## src/inc/tcc_defines.svh

```systemverilog
`ifndef TCC_DEFINES_SVH
`define TCC_DEFINES_SVH

// ==========================================================================
// Sizes.
`define TCC_NCH        12
`define TCC_CH_UNIT    6
`define TCC_NUNIT      2
`define TCC_CTL_W      8
`define TCC_SEL_W      4
`define TCC_CNT_W      16
`define TCC_PS_W       12
`define TCC_NDIV       7
`define TCC_NEXT       4
`define TCC_NPIN       12

// ==========================================================================
// Count control register fields and reset value.
`define TCC_CCLR_HI    7
`define TCC_CCLR_LO    5
`define TCC_CKEG_HI    4
`define TCC_CKEG_LO    3
`define TCC_TPSC_HI    2
`define TCC_TPSC_LO    0
`define TCC_RSV_BIT    7
`define TCC_CTL_RST    8'h00
`define TCC_MASK_FOUR  8'hFF
`define TCC_MASK_TWO   8'h7F

// ==========================================================================
// Clock source selector encoding.
`define TCC_SRC_EXT_BIT 3
`define TCC_SRC_CAS     4'h8
`define TCC_SRC_EXT_A   4'hC

// ==========================================================================
// Pin numbering of the capture/compare pins.
`define TCC_PIN_CH7    0
`define TCC_PIN_CH8    2
`define TCC_PIN_CH9    4
`define TCC_PIN_CH9C   6
`define TCC_PIN_CH9D   7
`define TCC_PIN_CH10   8
`define TCC_PIN_CH11   10
`define TCC_PIN_NONE   -1

`endif

```

## src/inc/tcc_pkg.sv

```systemverilog
package tcc_pkg;

  // Decoded counter clearing source.
  typedef enum logic [2:0] {
    CLR_NONE,
    CLR_A,
    CLR_B,
    CLR_C,
    CLR_D,
    CLR_SYNC
  } tcc_clr_t;

  // Decoded count clock source.
  typedef logic [3:0] tcc_src_t;

endpackage

```

## src/tcc_ctl_bank.sv

```systemverilog
`timescale 1ns/100ps
`include "tcc_defines.svh"

module tcc_ctl_bank
  import tcc_pkg::*;
(
  // Clock and reset.
  input  wire logic                                clk,
  input  wire logic                                rst_n,
  // Access port.
  input  wire logic                                wr,
  input  wire logic                                rd,
  input  wire logic [`TCC_SEL_W-1:0]               sel,
  input  wire logic [`TCC_CTL_W-1:0]               wdata,
  output logic      [`TCC_CTL_W-1:0]               rdata,
  // All control registers side by side.
  output logic      [`TCC_NCH*`TCC_CTL_W-1:0]      ctl_flat
);

  logic [`TCC_CTL_W-1:0] ctl_reg [`TCC_NCH];
  logic [`TCC_CTL_W-1:0] rdata_reg;
  logic [`TCC_CTL_W-1:0] rdata_next;
  wire                   sel_ok = (sel < `TCC_SEL_W'(`TCC_NCH));

  // ========================================================================
  // One register per channel.
  genvar ch;
  generate
    for (ch = 0; ch < `TCC_NCH; ch++) begin : g_ctl
      localparam int M = ch % `TCC_CH_UNIT;
      localparam logic [`TCC_CTL_W-1:0] MASK =
        (M == 0 || M == 3) ? `TCC_MASK_FOUR : `TCC_MASK_TWO;
      wire hit = wr && sel == `TCC_SEL_W'(ch);
      always_ff @(posedge clk) begin
        if (!rst_n) begin
          ctl_reg[ch] <= `TCC_CTL_RST;
        end else if (hit) begin
          ctl_reg[ch] <= wdata & MASK;
        end
      end
      assign ctl_flat[ch*`TCC_CTL_W +: `TCC_CTL_W] = ctl_reg[ch];
    end
  endgenerate

  // ========================================================================
  // Registered read port; unused selector values read as zero.
  assign rdata_next = rd ? (sel_ok ? ctl_reg[sel] : `TCC_CTL_RST) : rdata_reg;

  always_ff @(posedge clk) begin
    if (!rst_n) begin
      rdata_reg <= `TCC_CTL_RST;
    end else begin
      rdata_reg <= rdata_next;
    end
  end

  assign rdata = rdata_reg;

endmodule

```

## src/tcc_top.sv

```systemverilog
`timescale 1ns/100ps
`include "tcc_defines.svh"

// Notes on behaviour
// - Twelve independent count control registers, one per channel across both units.
// - Four-register channels: 000/100 none, 001 A, 010 B, 101 C, 110 D.
// - Codes 011 and 111 clear on another lockstep channel's counter clear.
// - A channel joins lockstep clearing only when its lockstep bit is set.
// - C or D acting as buffer never clears the counter.
// - Two-register channels: 00 none, 01 A, 10 B, 11 lockstep clear.
// - On two-register channels bit 7 reads zero and ignores writes.
// - Both-edge selection counts rising and falling edges, halving the period.
// - While phase counting is active the edge field is ignored.
// - Internal edge choice applies from divide-by-4; undivided clock ignores it.
// - Cascaded overflow source ignores the edge field.
// - Each channel picks its own clock source through its three-bit field.
// - Both units share identical count control behaviour.
// - Channel 9 has four two-way pins, one per general register.
// - Channels 7, 8, 10, 11 have two two-way pins for A and B.
// - Edge code 00 internal falling/external rising, 01 reverse, 1x both.
// - Channels 0 and 6: codes 0-3 divide by 1/4/16/64, 4-7 external A-D.
module tcc_top
  import tcc_pkg::*;
(
  // Clock and reset.
  input  wire logic                               MCLK,
  input  wire logic                               RST_N,
  // Control register port.
  input  wire logic                               REG_WR,
  input  wire logic                               REG_RD,
  input  wire logic [`TCC_SEL_W-1:0]              REG_SEL,
  input  wire logic [`TCC_CTL_W-1:0]              REG_WDATA,
  output logic      [`TCC_CTL_W-1:0]              REG_RDATA,
  // Common run and lockstep bits, one per channel.
  input  wire logic [`TCC_NCH-1:0]                CH_RUN,
  input  wire logic [`TCC_NCH-1:0]                CH_LOCKSTEP,
  // Mode inputs from the mode registers.
  input  wire logic [`TCC_NCH-1:0]                BUF_C_MODE,
  input  wire logic [`TCC_NCH-1:0]                BUF_D_MODE,
  input  wire logic [`TCC_NCH-1:0]                PHASE_MODE,
  input  wire logic [`TCC_NCH-1:0]                PHASE_TICK,
  // Match or capture events of the general registers.
  input  wire logic [`TCC_NCH-1:0]                EVT_A,
  input  wire logic [`TCC_NCH-1:0]                EVT_B,
  input  wire logic [`TCC_NCH-1:0]                EVT_C,
  input  wire logic [`TCC_NCH-1:0]                EVT_D,
  // External count inputs, A to D of unit 0 then unit 1.
  input  wire logic [`TCC_NUNIT*`TCC_NEXT-1:0]    EXT_CLK,
  // Capture/compare pins.
  input  wire logic [`TCC_NPIN-1:0]               PIN_IN,
  input  wire logic [`TCC_NPIN-1:0]               PIN_LEVEL,
  input  wire logic [`TCC_NPIN-1:0]               PIN_DRIVE,
  output logic      [`TCC_NPIN-1:0]               PIN_OUT,
  output logic      [`TCC_NPIN-1:0]               PIN_OE,
  // Counters and overflow pulses.
  output logic      [`TCC_NCH*`TCC_CNT_W-1:0]     COUNT,
  output logic      [`TCC_NCH-1:0]                OVERFLOW
);

  // ========================================================================
  // Decoders shared by every channel.
  function automatic tcc_src_t src_decode(input int m, input logic [2:0] code);
    tcc_src_t s;
    s = {1'b0, code};
    if (code[2]) begin
      case (m)
        0: s = `TCC_SRC_EXT_A + {2'h0, code[1:0]};
        1: s = (code == 3'h4) ? `TCC_SRC_EXT_A : (code == 3'h5) ? `TCC_SRC_EXT_A + 4'h1 :
               (code == 3'h6) ? 4'h4 : `TCC_SRC_CAS;
        2: s = (code == 3'h7) ? 4'h5 : `TCC_SRC_EXT_A + {2'h0, code[1:0]};
        3: s = (code == 3'h4) ? `TCC_SRC_EXT_A : (code == 3'h5) ? 4'h5 :
               (code == 3'h6) ? 4'h4 : 4'h6;
        4: s = (code == 3'h4) ? `TCC_SRC_EXT_A : (code == 3'h5) ? `TCC_SRC_EXT_A + 4'h2 :
               (code == 3'h6) ? 4'h5 : `TCC_SRC_CAS;
        default: s = (code == 3'h4) ? `TCC_SRC_EXT_A : (code == 3'h5) ? `TCC_SRC_EXT_A + 4'h2 :
               (code == 3'h6) ? 4'h4 : `TCC_SRC_EXT_A + 4'h3;
      endcase
    end
    return s;
  endfunction

  function automatic tcc_clr_t clr_decode(input logic four, input logic [2:0] code);
    tcc_clr_t c;
    c = CLR_NONE;
    case (code[1:0])
      2'h1: c = (four && code[2]) ? CLR_C : CLR_A;
      2'h2: c = (four && code[2]) ? CLR_D : CLR_B;
      2'h3: c = CLR_SYNC;
      default: c = CLR_NONE;
    endcase
    return c;
  endfunction

  function automatic int pin_base(input int ch);
    case (ch)
      7: return `TCC_PIN_CH7;
      8: return `TCC_PIN_CH8;
      9: return `TCC_PIN_CH9;
      10: return `TCC_PIN_CH10;
      11: return `TCC_PIN_CH11;
      default: return `TCC_PIN_NONE;
    endcase
  endfunction

  // ========================================================================
  // Control registers.
  logic [`TCC_NCH*`TCC_CTL_W-1:0] ctl_flat;

  tcc_ctl_bank u_bank (
    .clk      (MCLK),
    .rst_n    (RST_N),
    .wr       (REG_WR),
    .rd       (REG_RD),
    .sel      (REG_SEL),
    .wdata    (REG_WDATA),
    .rdata    (REG_RDATA),
    .ctl_flat (ctl_flat)
  );

  // ========================================================================
  // Free prescaler and edge sampling. Everything stays on MCLK, so the
  // slow clocks are one-cycle enables and no derived clock exists.
  logic [`TCC_PS_W-1:0]               ps_reg;
  logic [`TCC_PS_W-1:0]               ps_prev_reg;
  logic [`TCC_NUNIT*`TCC_NEXT-1:0]    ext_prev_reg;
  logic [`TCC_NPIN-1:0]               pin_prev_reg;
  logic [`TCC_NDIV-1:0]               div_rise;
  logic [`TCC_NDIV-1:0]               div_fall;
  wire  [`TCC_NUNIT*`TCC_NEXT-1:0]    ext_rise = EXT_CLK & ~ext_prev_reg;
  wire  [`TCC_NUNIT*`TCC_NEXT-1:0]    ext_fall = ~EXT_CLK & ext_prev_reg;
  wire  [`TCC_NPIN-1:0]               pin_cap  = PIN_IN & ~pin_prev_reg & ~PIN_OE;

  assign div_rise[0] = 1'b1;
  assign div_fall[0] = 1'b1;

  genvar k;
  generate
    for (k = 1; k < `TCC_NDIV; k++) begin : g_div
      assign div_rise[k] = ps_reg[2*k-1] & ~ps_prev_reg[2*k-1];
      assign div_fall[k] = ~ps_reg[2*k-1] & ps_prev_reg[2*k-1];
    end
  endgenerate

  // Edge history follows the inputs through reset, so release shows no false edge.
  always_ff @(posedge MCLK) begin
    ext_prev_reg <= EXT_CLK;
    pin_prev_reg <= PIN_IN;
    if (!RST_N) begin
      ps_reg       <= '0;
      ps_prev_reg  <= '0;
      PIN_OUT      <= '0;
      PIN_OE       <= '0;
    end else begin
      ps_reg       <= ps_reg + `TCC_PS_W'(1);
      ps_prev_reg  <= ps_reg;
      PIN_OUT      <= PIN_LEVEL;
      PIN_OE       <= PIN_DRIVE;
    end
  end

  // ========================================================================
  // Lockstep clearing: any lockstep channel that clears itself clears
  // every lockstep channel of its unit that selected the lockstep code.
  logic [`TCC_NCH-1:0]   sync_req;
  logic [`TCC_NUNIT-1:0] unit_sync;

  genvar u;
  generate
    for (u = 0; u < `TCC_NUNIT; u++) begin : g_unit
      assign unit_sync[u] = |sync_req[u*`TCC_CH_UNIT +: `TCC_CH_UNIT];
    end
  endgenerate

  // ========================================================================
  // Channels.
  genvar ch;
  generate
    for (ch = 0; ch < `TCC_NCH; ch++) begin : g_ch
      localparam int   U    = ch / `TCC_CH_UNIT;
      localparam int   M    = ch % `TCC_CH_UNIT;
      localparam logic FOUR = (M == 0 || M == 3);
      localparam int   CAS  = (M == 1 || M == 4) ? ch + 1 : ch;
      localparam int   PB   = pin_base(ch);

      logic [`TCC_CNT_W-1:0] cnt_reg;
      logic [`TCC_CNT_W-1:0] cnt_next;
      logic                  ovf_reg;
      logic                  ovf_next;
      logic                  pa;
      logic                  pb;
      logic                  pc;
      logic                  pd;

      wire [`TCC_CTL_W-1:0] ctl  = ctl_flat[ch*`TCC_CTL_W +: `TCC_CTL_W];
      wire [2:0]            cclr = ctl[`TCC_CCLR_HI:`TCC_CCLR_LO];
      wire [1:0]            ckeg = ctl[`TCC_CKEG_HI:`TCC_CKEG_LO];
      wire tcc_src_t        src  = src_decode(M, ctl[`TCC_TPSC_HI:`TCC_TPSC_LO]);
      wire tcc_clr_t        clr  = clr_decode(FOUR, cclr);
      wire [2:0]            dv   = src[2:0];
      wire [1:0]            ei   = src[1:0];

      // Edge choice; the undivided clock counts every cycle regardless.
      wire tick_int = (dv == 3'h0) ? 1'b1 :
                      ckeg[1] ? (div_rise[dv] | div_fall[dv]) :
                      ckeg[0] ? div_rise[dv] : div_fall[dv];
      wire er = ext_rise[U*`TCC_NEXT + int'(ei)];
      wire ef = ext_fall[U*`TCC_NEXT + int'(ei)];
      wire tick_ext = ckeg[1] ? (er | ef) : ckeg[0] ? ef : er;
      wire is_ext   = src[`TCC_SRC_EXT_BIT] && src != `TCC_SRC_CAS;
      wire tick_src = (src == `TCC_SRC_CAS) ? OVERFLOW[CAS] :
                      is_ext ? tick_ext : tick_int;
      wire phase_on = PHASE_MODE[ch] & ~FOUR;
      wire tick     = phase_on ? PHASE_TICK[ch] : tick_src;
      wire cnt_en   = CH_RUN[ch] & tick;

      if (PB >= 0) begin : g_pin_ab
        assign pa = pin_cap[PB];
        assign pb = pin_cap[PB+1];
      end else begin : g_no_ab
        assign pa = 1'b0;
        assign pb = 1'b0;
      end
      if (ch == 9) begin : g_pin_cd
        assign pc = pin_cap[`TCC_PIN_CH9C];
        assign pd = pin_cap[`TCC_PIN_CH9D];
      end else begin : g_no_cd
        assign pc = 1'b0;
        assign pd = 1'b0;
      end

      // A register used as a buffer raises no event, so it cannot clear.
      wire ev_a = EVT_A[ch] | pa;
      wire ev_b = EVT_B[ch] | pb;
      wire ev_c = FOUR & (EVT_C[ch] | pc) & ~BUF_C_MODE[ch];
      wire ev_d = FOUR & (EVT_D[ch] | pd) & ~BUF_D_MODE[ch];
      wire own_clr = (clr == CLR_A && ev_a) || (clr == CLR_B && ev_b) ||
                     (clr == CLR_C && ev_c) || (clr == CLR_D && ev_d);
      wire clr_now = own_clr ||
                     (clr == CLR_SYNC && CH_LOCKSTEP[ch] && unit_sync[U]);

      assign sync_req[ch] = own_clr & CH_LOCKSTEP[ch];
      assign cnt_next = clr_now ? '0 : cnt_en ? cnt_reg + `TCC_CNT_W'(1) : cnt_reg;
      assign ovf_next = cnt_en && !clr_now && (&cnt_reg);

      always_ff @(posedge MCLK) begin
        if (!RST_N) begin
          cnt_reg <= '0;
          ovf_reg <= 1'b0;
        end else begin
          cnt_reg <= cnt_next;
          ovf_reg <= ovf_next;
        end
      end

      assign COUNT[ch*`TCC_CNT_W +: `TCC_CNT_W] = cnt_reg;
      assign OVERFLOW[ch] = ovf_reg;
    end
  endgenerate

endmodule

```

## config.mk

```make
export PLATFORM = sky130hd
export DESIGN_NAME = tcc_top
export DESIGN_NICKNAME = d
export VERILOG_FILES = /design/src/inc/tcc_pkg.sv /design/src/tcc_ctl_bank.sv /design/src/tcc_top.sv
export VERILOG_INCLUDE_DIRS = /design/src /design/src/inc
export SDC_FILE = /design/constraint.sdc
export NUM_CORES = 1
export LEC_CHECK = 0
export BUFFER_PORTS_ARGS = -buffer_cell sky130_fd_sc_hd__buf_2
export CORE_UTILIZATION = 55
export DETAILED_ROUTE_END_ITERATION = 12
export PLACE_DENSITY_LB_ADDON = 0.25
export SLEW_MARGIN = 10
export SYNTH_ARGS = -nofsm -noshare
export SYNTH_HDL_FRONTEND = slang
export SYNTH_SLANG_ARGS = --single-unit
```

## constraint.sdc

```tcl
create_clock -name MCLK -period 6.9 [get_ports MCLK]
set_input_delay 1.38 -clock MCLK [delete_from_list [all_inputs] [get_ports MCLK]]
set_output_delay 1.38 -clock MCLK [all_outputs]
set_load 0.005 [all_outputs]
```

After elaboration in Yosys (flattened, before gate mapping):

Memories as Yosys holds them, arrays and structs flattened.
Index checks and enable logic that the tools add are counted.

* register bits: 280
* output and inout bits: 236
* word-level logic and storage cells: 837
* bits of input ports: 180
* RAM bits: 96
* memories kept: 1

* $add $sub $neg: 23
* equality and inequality tests: 141
* reduce and logical (&&, ||, !) cells: 187
* bitwise logic cells: 121
* magnitude comparators: 25
* mux-type cells: 308

Memories
* u_bank.ctl_reg: depth 12, bits a word 8, rd ports 13, clocked after Yosys merged registers in 0, write ports 12, line tcc_ctl_bank.sv:20 `` logic [`TCC_CTL_W-1:0] ctl_reg [`TCC_NCH]; ``

Operators with widths (number)
* $add 16x1->16 const B: 12
* $reduce_and 16->1: 12
* $mux 1: 189
* $mux 4: 34
* $eq 3x3->1 const B: 42
* $bmux 1 s3: 36
* $pmux 3 s3: 12
* $logic_and 1x1->1: 104
* $mux 8: 13
* $eq 4x4->1 const B: 16
* $eq 2x2->1 const B: 24
* $eq 3x2->1 const B: 16
* $lt 3x4->1 const B: 12
* $ne 4x4->1 const B: 12
* $or 1x1->1: 48
* $and 1x1->1: 44
* $eq 3x1->1 const B: 12
* $logic_not 3->1: 12
* $logic_or 1x1->1: 32
* $lt 4x4->1 const B: 7
* $add 3x2->4 const A: 6
* $and 12x12->12: 2
* $bmux 1 s2: 12
* $eq 2x1->1 const B: 12
* 16 further kinds: 84

Logic depth before layout (Yosys ltp):

An unclocked memory read counts as a cell.

* depth after elaboration: 18
* gate-level depth with buffers: 10
* gate-level depth less buffers: 7

Cells and area by module:

A second synthesis with hierarchy kept.

* cell total of the unflattened synthesis: 2119
* area, all modules: 19359.8 um2

By module, submodules not included
* tcc_top: area an instance 14893.0 um2, sequential area each 5325.1 um2, times used 1, cells an instance 1809
* tcc_ctl_bank: area an instance 4466.8 um2, sequential area each 2802.7 um2, times used 1, cells an instance 310

Worst setup path after synthesis:

Ideal clock, no wire load.

* path type: input -> register
* start point: input PIN_IN[9]
* end point: register g_ch[10].cnt_reg[0]
* path slack: 3.433 ns
* library setup time: 0.064 ns
* required time: 6.836 ns
* buffers on the path: 2
* arrival time: 3.403 ns
* stages on the path: 9
* cells stage by stage: nor3b_1 > o31ai_2 > a221oi_1 > a311o_1 > or4_1 > a311o_1 > buf_2 > buf_6 > nor2_1

* cells in the longest elaborated chain, start to end: 10

Ends and longest elaborated chain
* start: declaration: line tcc_top.sv:50 `` input wire logic [`TCC_NPIN-1:0] PIN_IN, ``
* $and 12x12->12 * (2 in a row): line tcc_top.sv:131 `` wire [`TCC_NPIN-1:0] pin_cap = PIN_IN & ~pin_prev_reg & ~PIN_OE; ``
* $or 1x1->1 *: line tcc_top.sv:233 `wire ev_b = EVT_B[ch] | pb;`
* $logic_and 1x1->1 *: line tcc_top.sv:236 `wire own_clr = (clr == CLR_A && ev_a) || (clr == CLR_B && ev_b) ||`
* $logic_or 1x1->1 *: line tcc_top.sv:236
* $and 1x1->1: line tcc_top.sv:241 `assign sync_req[ch] = own_clr & CH_LOCKSTEP[ch];`
* $reduce_or 6->1: line tcc_top.sv:170 `` assign unit_sync[u] = |sync_req[u*`TCC_CH_UNIT +: `TCC_CH_UNIT]; ``
* $logic_and 1x1->1: line tcc_top.sv:239 `(clr == CLR_SYNC && CH_LOCKSTEP[ch] && unit_sync[U]);`
* $logic_or 1x1->1 *: line tcc_top.sv:238 `wire clr_now = own_clr ||`
* $reduce_or 2->1 (no source line) *
* end signal: assignment: line tcc_top.sv:250 `cnt_reg <= cnt_next;`
* end: declaration: line tcc_top.sv:185 `` logic [`TCC_CNT_W-1:0] cnt_reg; ``

Every way passes the cells marked *; elsewhere a longest branch is shown, timed or not.
A chain may end at the register's enable or synchronous reset.

Worst setup path after layout:

* start point: input PIN_IN[8]
* end point: register g_ch[7].ovf_reg

* cells in the longest elaborated chain, start to end: 12

Ends and longest elaborated chain
* $and 12x12->12 (2 in a row): line tcc_top.sv:131
* $or 1x1->1: line tcc_top.sv:232 `wire ev_a = EVT_A[ch] | pa;`
* $logic_and 1x1->1: line tcc_top.sv:236
* $logic_or 1x1->1: line tcc_top.sv:236
* $and 1x1->1: line tcc_top.sv:241
* $reduce_or 6->1: line tcc_top.sv:170
* $logic_and 1x1->1: line tcc_top.sv:239
* $logic_or 1x1->1: line tcc_top.sv:238
* $logic_not 1->1: line tcc_top.sv:243 `assign ovf_next = cnt_en && !clr_now && (&cnt_reg);`
* $logic_and 1x1->1 (2 in a row): line tcc_top.sv:243
* end signal: assignment: line tcc_top.sv:251 `ovf_reg <= ovf_next;`
* end: declaration: line tcc_top.sv:187 `logic ovf_reg;`

Every way passes these cells.

==> reports/qor.yml <==
period_needed_ps: 3560
synth_cell_type_count: 87
crit-reg2reg-capture: "g_ch[4].cnt_reg[15]"
ys_seq_area_share_pct: 42.2
post_route_cells_drive_above_1_share_pct: 21.1
largest_reg_flops: 192
fin_worst_skew_ps: 33.5
wl_per_cell_um: 19.0
post-cts-setup-buffers: 0
syn_area_mm2: 0.0193
setup_tns_ps: 0
initial_core_util_pct: 55.8
cts-htree-levels: 2
finalHoldWorstSlack_ps: 439
detail_route.wirelength_um: 55100
ys.flop_type: "dfxtp_1"
grt_max_degree: 98
rows: 68
maxCapViolations: 0
p_leak_nw: 8.97
yosys_register_bits: 362
status: "completed"
die_width_um: 189
io_pins: 416
peakVddDrop_mv: 0.228
die_y_um: 189
path_class: "input port to flip-flop"
worst_pin_slew_ps: 1180
dp_hpwl_um: 40000
fin_ws_ps: 3340
dr.pass1.iters: 5
grt_pass1_wl_um: 85600
clk_pin_slew_worst_paths_ps: 60
reg2reg_depth: 7
reg2reg_from: "ps_reg[3]"
min_to: "ps_reg[0]"
numPortBuffers: 375
drt_iter0_drc: 1221
maxSlewHeadroom_pct: 20.6
cts_buffers: 39
antenna_found_initial: 3
avgViaCountPerCell: 6.13
syn_nets: 2299
cts_tree: "built"
regToRegSetupSlack_ps: 3500
rsz0062_at_grt: "false"
grt_pass1_vias: 16300
gp_congestion: 0.966
finalSetupViolCount: 0
holdPathStages: 1
synth_edf_count: 88
cp_max_fo: 17
arrival_ps: 4030
drc: 0
track_usage_pct: 29.8
core_area_mm2: 0.0345
clockBufferDepth: 3
cp-end-kind: "flip-flop"
hold_viol: 0
vias: 17700
cts_sinks: 362
die_area_mm2: 0.0358
async_reset_ff_share_pct: 0
p_per_area_mw_per_mm2: 216
layout.nets: 2598
hp-start: "ps_reg[0]"
worstSkewPairLatency_ps: 570
post-place-ws_ps: 2770
crit_required_ps: 7370
syn_to_final_growth_pct: 17.2
min_path_type: "flip-flop to flip-flop"
cts_root_buf: "clkbuf_16"
syn_area_per_cell_um2: 9.15
post-route-period-util_pct: 51.6
total_power_w: 0.00488
antenna_left: 0
cts-resized-gates: 0
cts_hold_buf: 0
overflow: 0
fmax_mhz: 281
synthCells: 2106
startpoint_type: "input port"
slew_violations: 0
yosysWarnings: 0
-- cells by family (layout without fill, tap and decap cells) --
family / Yosys count / after routing / synth area share, %
muxes: 73 / 73 / 5.57
buffers and inverters: 183 / 511 / 3.94
xor gates and xnor gates: 111 / 111 / 5.04
other: 0 / 4 / 0
AOI/OAI and AO/OA: 426 / 426 / 14.6
and+or+nand+nor: 938 / 938 / 27.8
DFF: 362 / 362 / 42.2
adders and majority gates: 13 / 13 / 0.844
-- worst max-delay path by stage --
stage / to / slack [ps] / cells past startpoint / from
after floorplan: g_ch[10].cnt_reg[0] / 3430 / 9 / PIN_IN[9]
after global placement: g_ch[7].ovf_reg / 2850 / 8 / PIN_IN[8]
after detailed placement: g_ch[7].ovf_reg / 2770 / 8 / PIN_IN[8]
after CTS: g_ch[7].ovf_reg / 3350 / 8 / PIN_IN[8]
after global routing: g_ch[7].ovf_reg / 3140 / 8 / PIN_IN[8]
final: g_ch[7].ovf_reg / 3340 / 8 / PIN_IN[8]
-- power breakdown --
part	leakage (nW)	total (W)	switching [W]	internal, W
Clock	0.634	0.00210	0.000886	0.00121
Sequential	3.07	0.00232	0.0000915	0.00223
Combinational	5.27	0.000455	0.000271	0.000184
-- cells in the mapped netlist (all sizes together), types with 47 or more instances --
master | n | area [µm²]
inv | 53 | 199
and2 | 132 | 826
nand3 | 89 | 445
and3 | 88 | 551
dfxtp | 274 | 5490
nor2 | 119 | 447
edfxtp | 88 | 2640
nand4 | 51 | 319
xnor2 | 69 | 604
a21oi | 117 | 589
clkbuf | 95 | 357
o31ai | 49 | 373
o21ai | 93 | 465
nand2b | 58 | 363
or4 | 47 | 353
nand2 | 121 | 454
-- metal layers --
layer	global-route usage (%)	vias up	wire length, µm
met2	49.1	706	26000
met4	10.8	0	1630
met3	5.04	119	4200
met1	39.3	8504	23300
li1	-	8393	-
met5	0	-	0
-- critical path, stage by stage --
cell and delay [ps]:
buf_2 110, nor3b_1 140, o21ai_0 330, a221oi_1 140, a311o_1 350, o41a_1 420, o21ai_1 840, nor4b_1 320
-- through the flow --
stage	cells	util (%)	instance area [µm²]
3_5_place_dp	2819	61.7	21300
4_1_cts	2889	65.4	22600
6_report	2893	65.4	22600
2_1_floorplan	2106	-	19300
5_1_grt	2892	65.4	22600
3_3_place_gp	2819	61.7	21300
-- cell usage in the layout, fill, tap and decap left out, types with 29 or more instances in the layout --
| cell type | n |
|---|---|
| nand2_1 | 121 |
| edfxtp_1 | 88 |
| and2_1 | 132 |
| or3_1 | 35 |
| o21ai_0 | 88 |
| a21oi_1 | 116 |
| xnor2_1 | 69 |
| dfxtp_1 | 274 |
| nand4_1 | 51 |
| or4_1 | 47 |
| nor3_1 | 35 |
| nand2b_1 | 58 |
| nor2b_1 | 34 |
| nor2_1 | 119 |
| nand3_1 | 89 |
| xor2_1 | 42 |
| mux2i_1 | 41 |
| clkbuf_16 | 39 |
| and3_1 | 88 |
| inv_1 | 53 |
| o31ai_1 | 48 |
| buf_2 | 375 |
| nand3b_1 | 29 |
-- final cells by class --
class / instances / area [µm²]
Antenna cell: 4 / 10.0
Clock buffer: 60 / 1170
Clock inverter: 10 / 106
Fill cell: 2910 / 12000
Inverter: 54 / 203
Multi-Input combinational cell: 1561 / 10400
Sequential cell: 362 / 8130
Tap cell: 455 / 569
Timing Repair Buffer: 387 / 1970
Note: power is estimated with default switching activity, not from simulation.
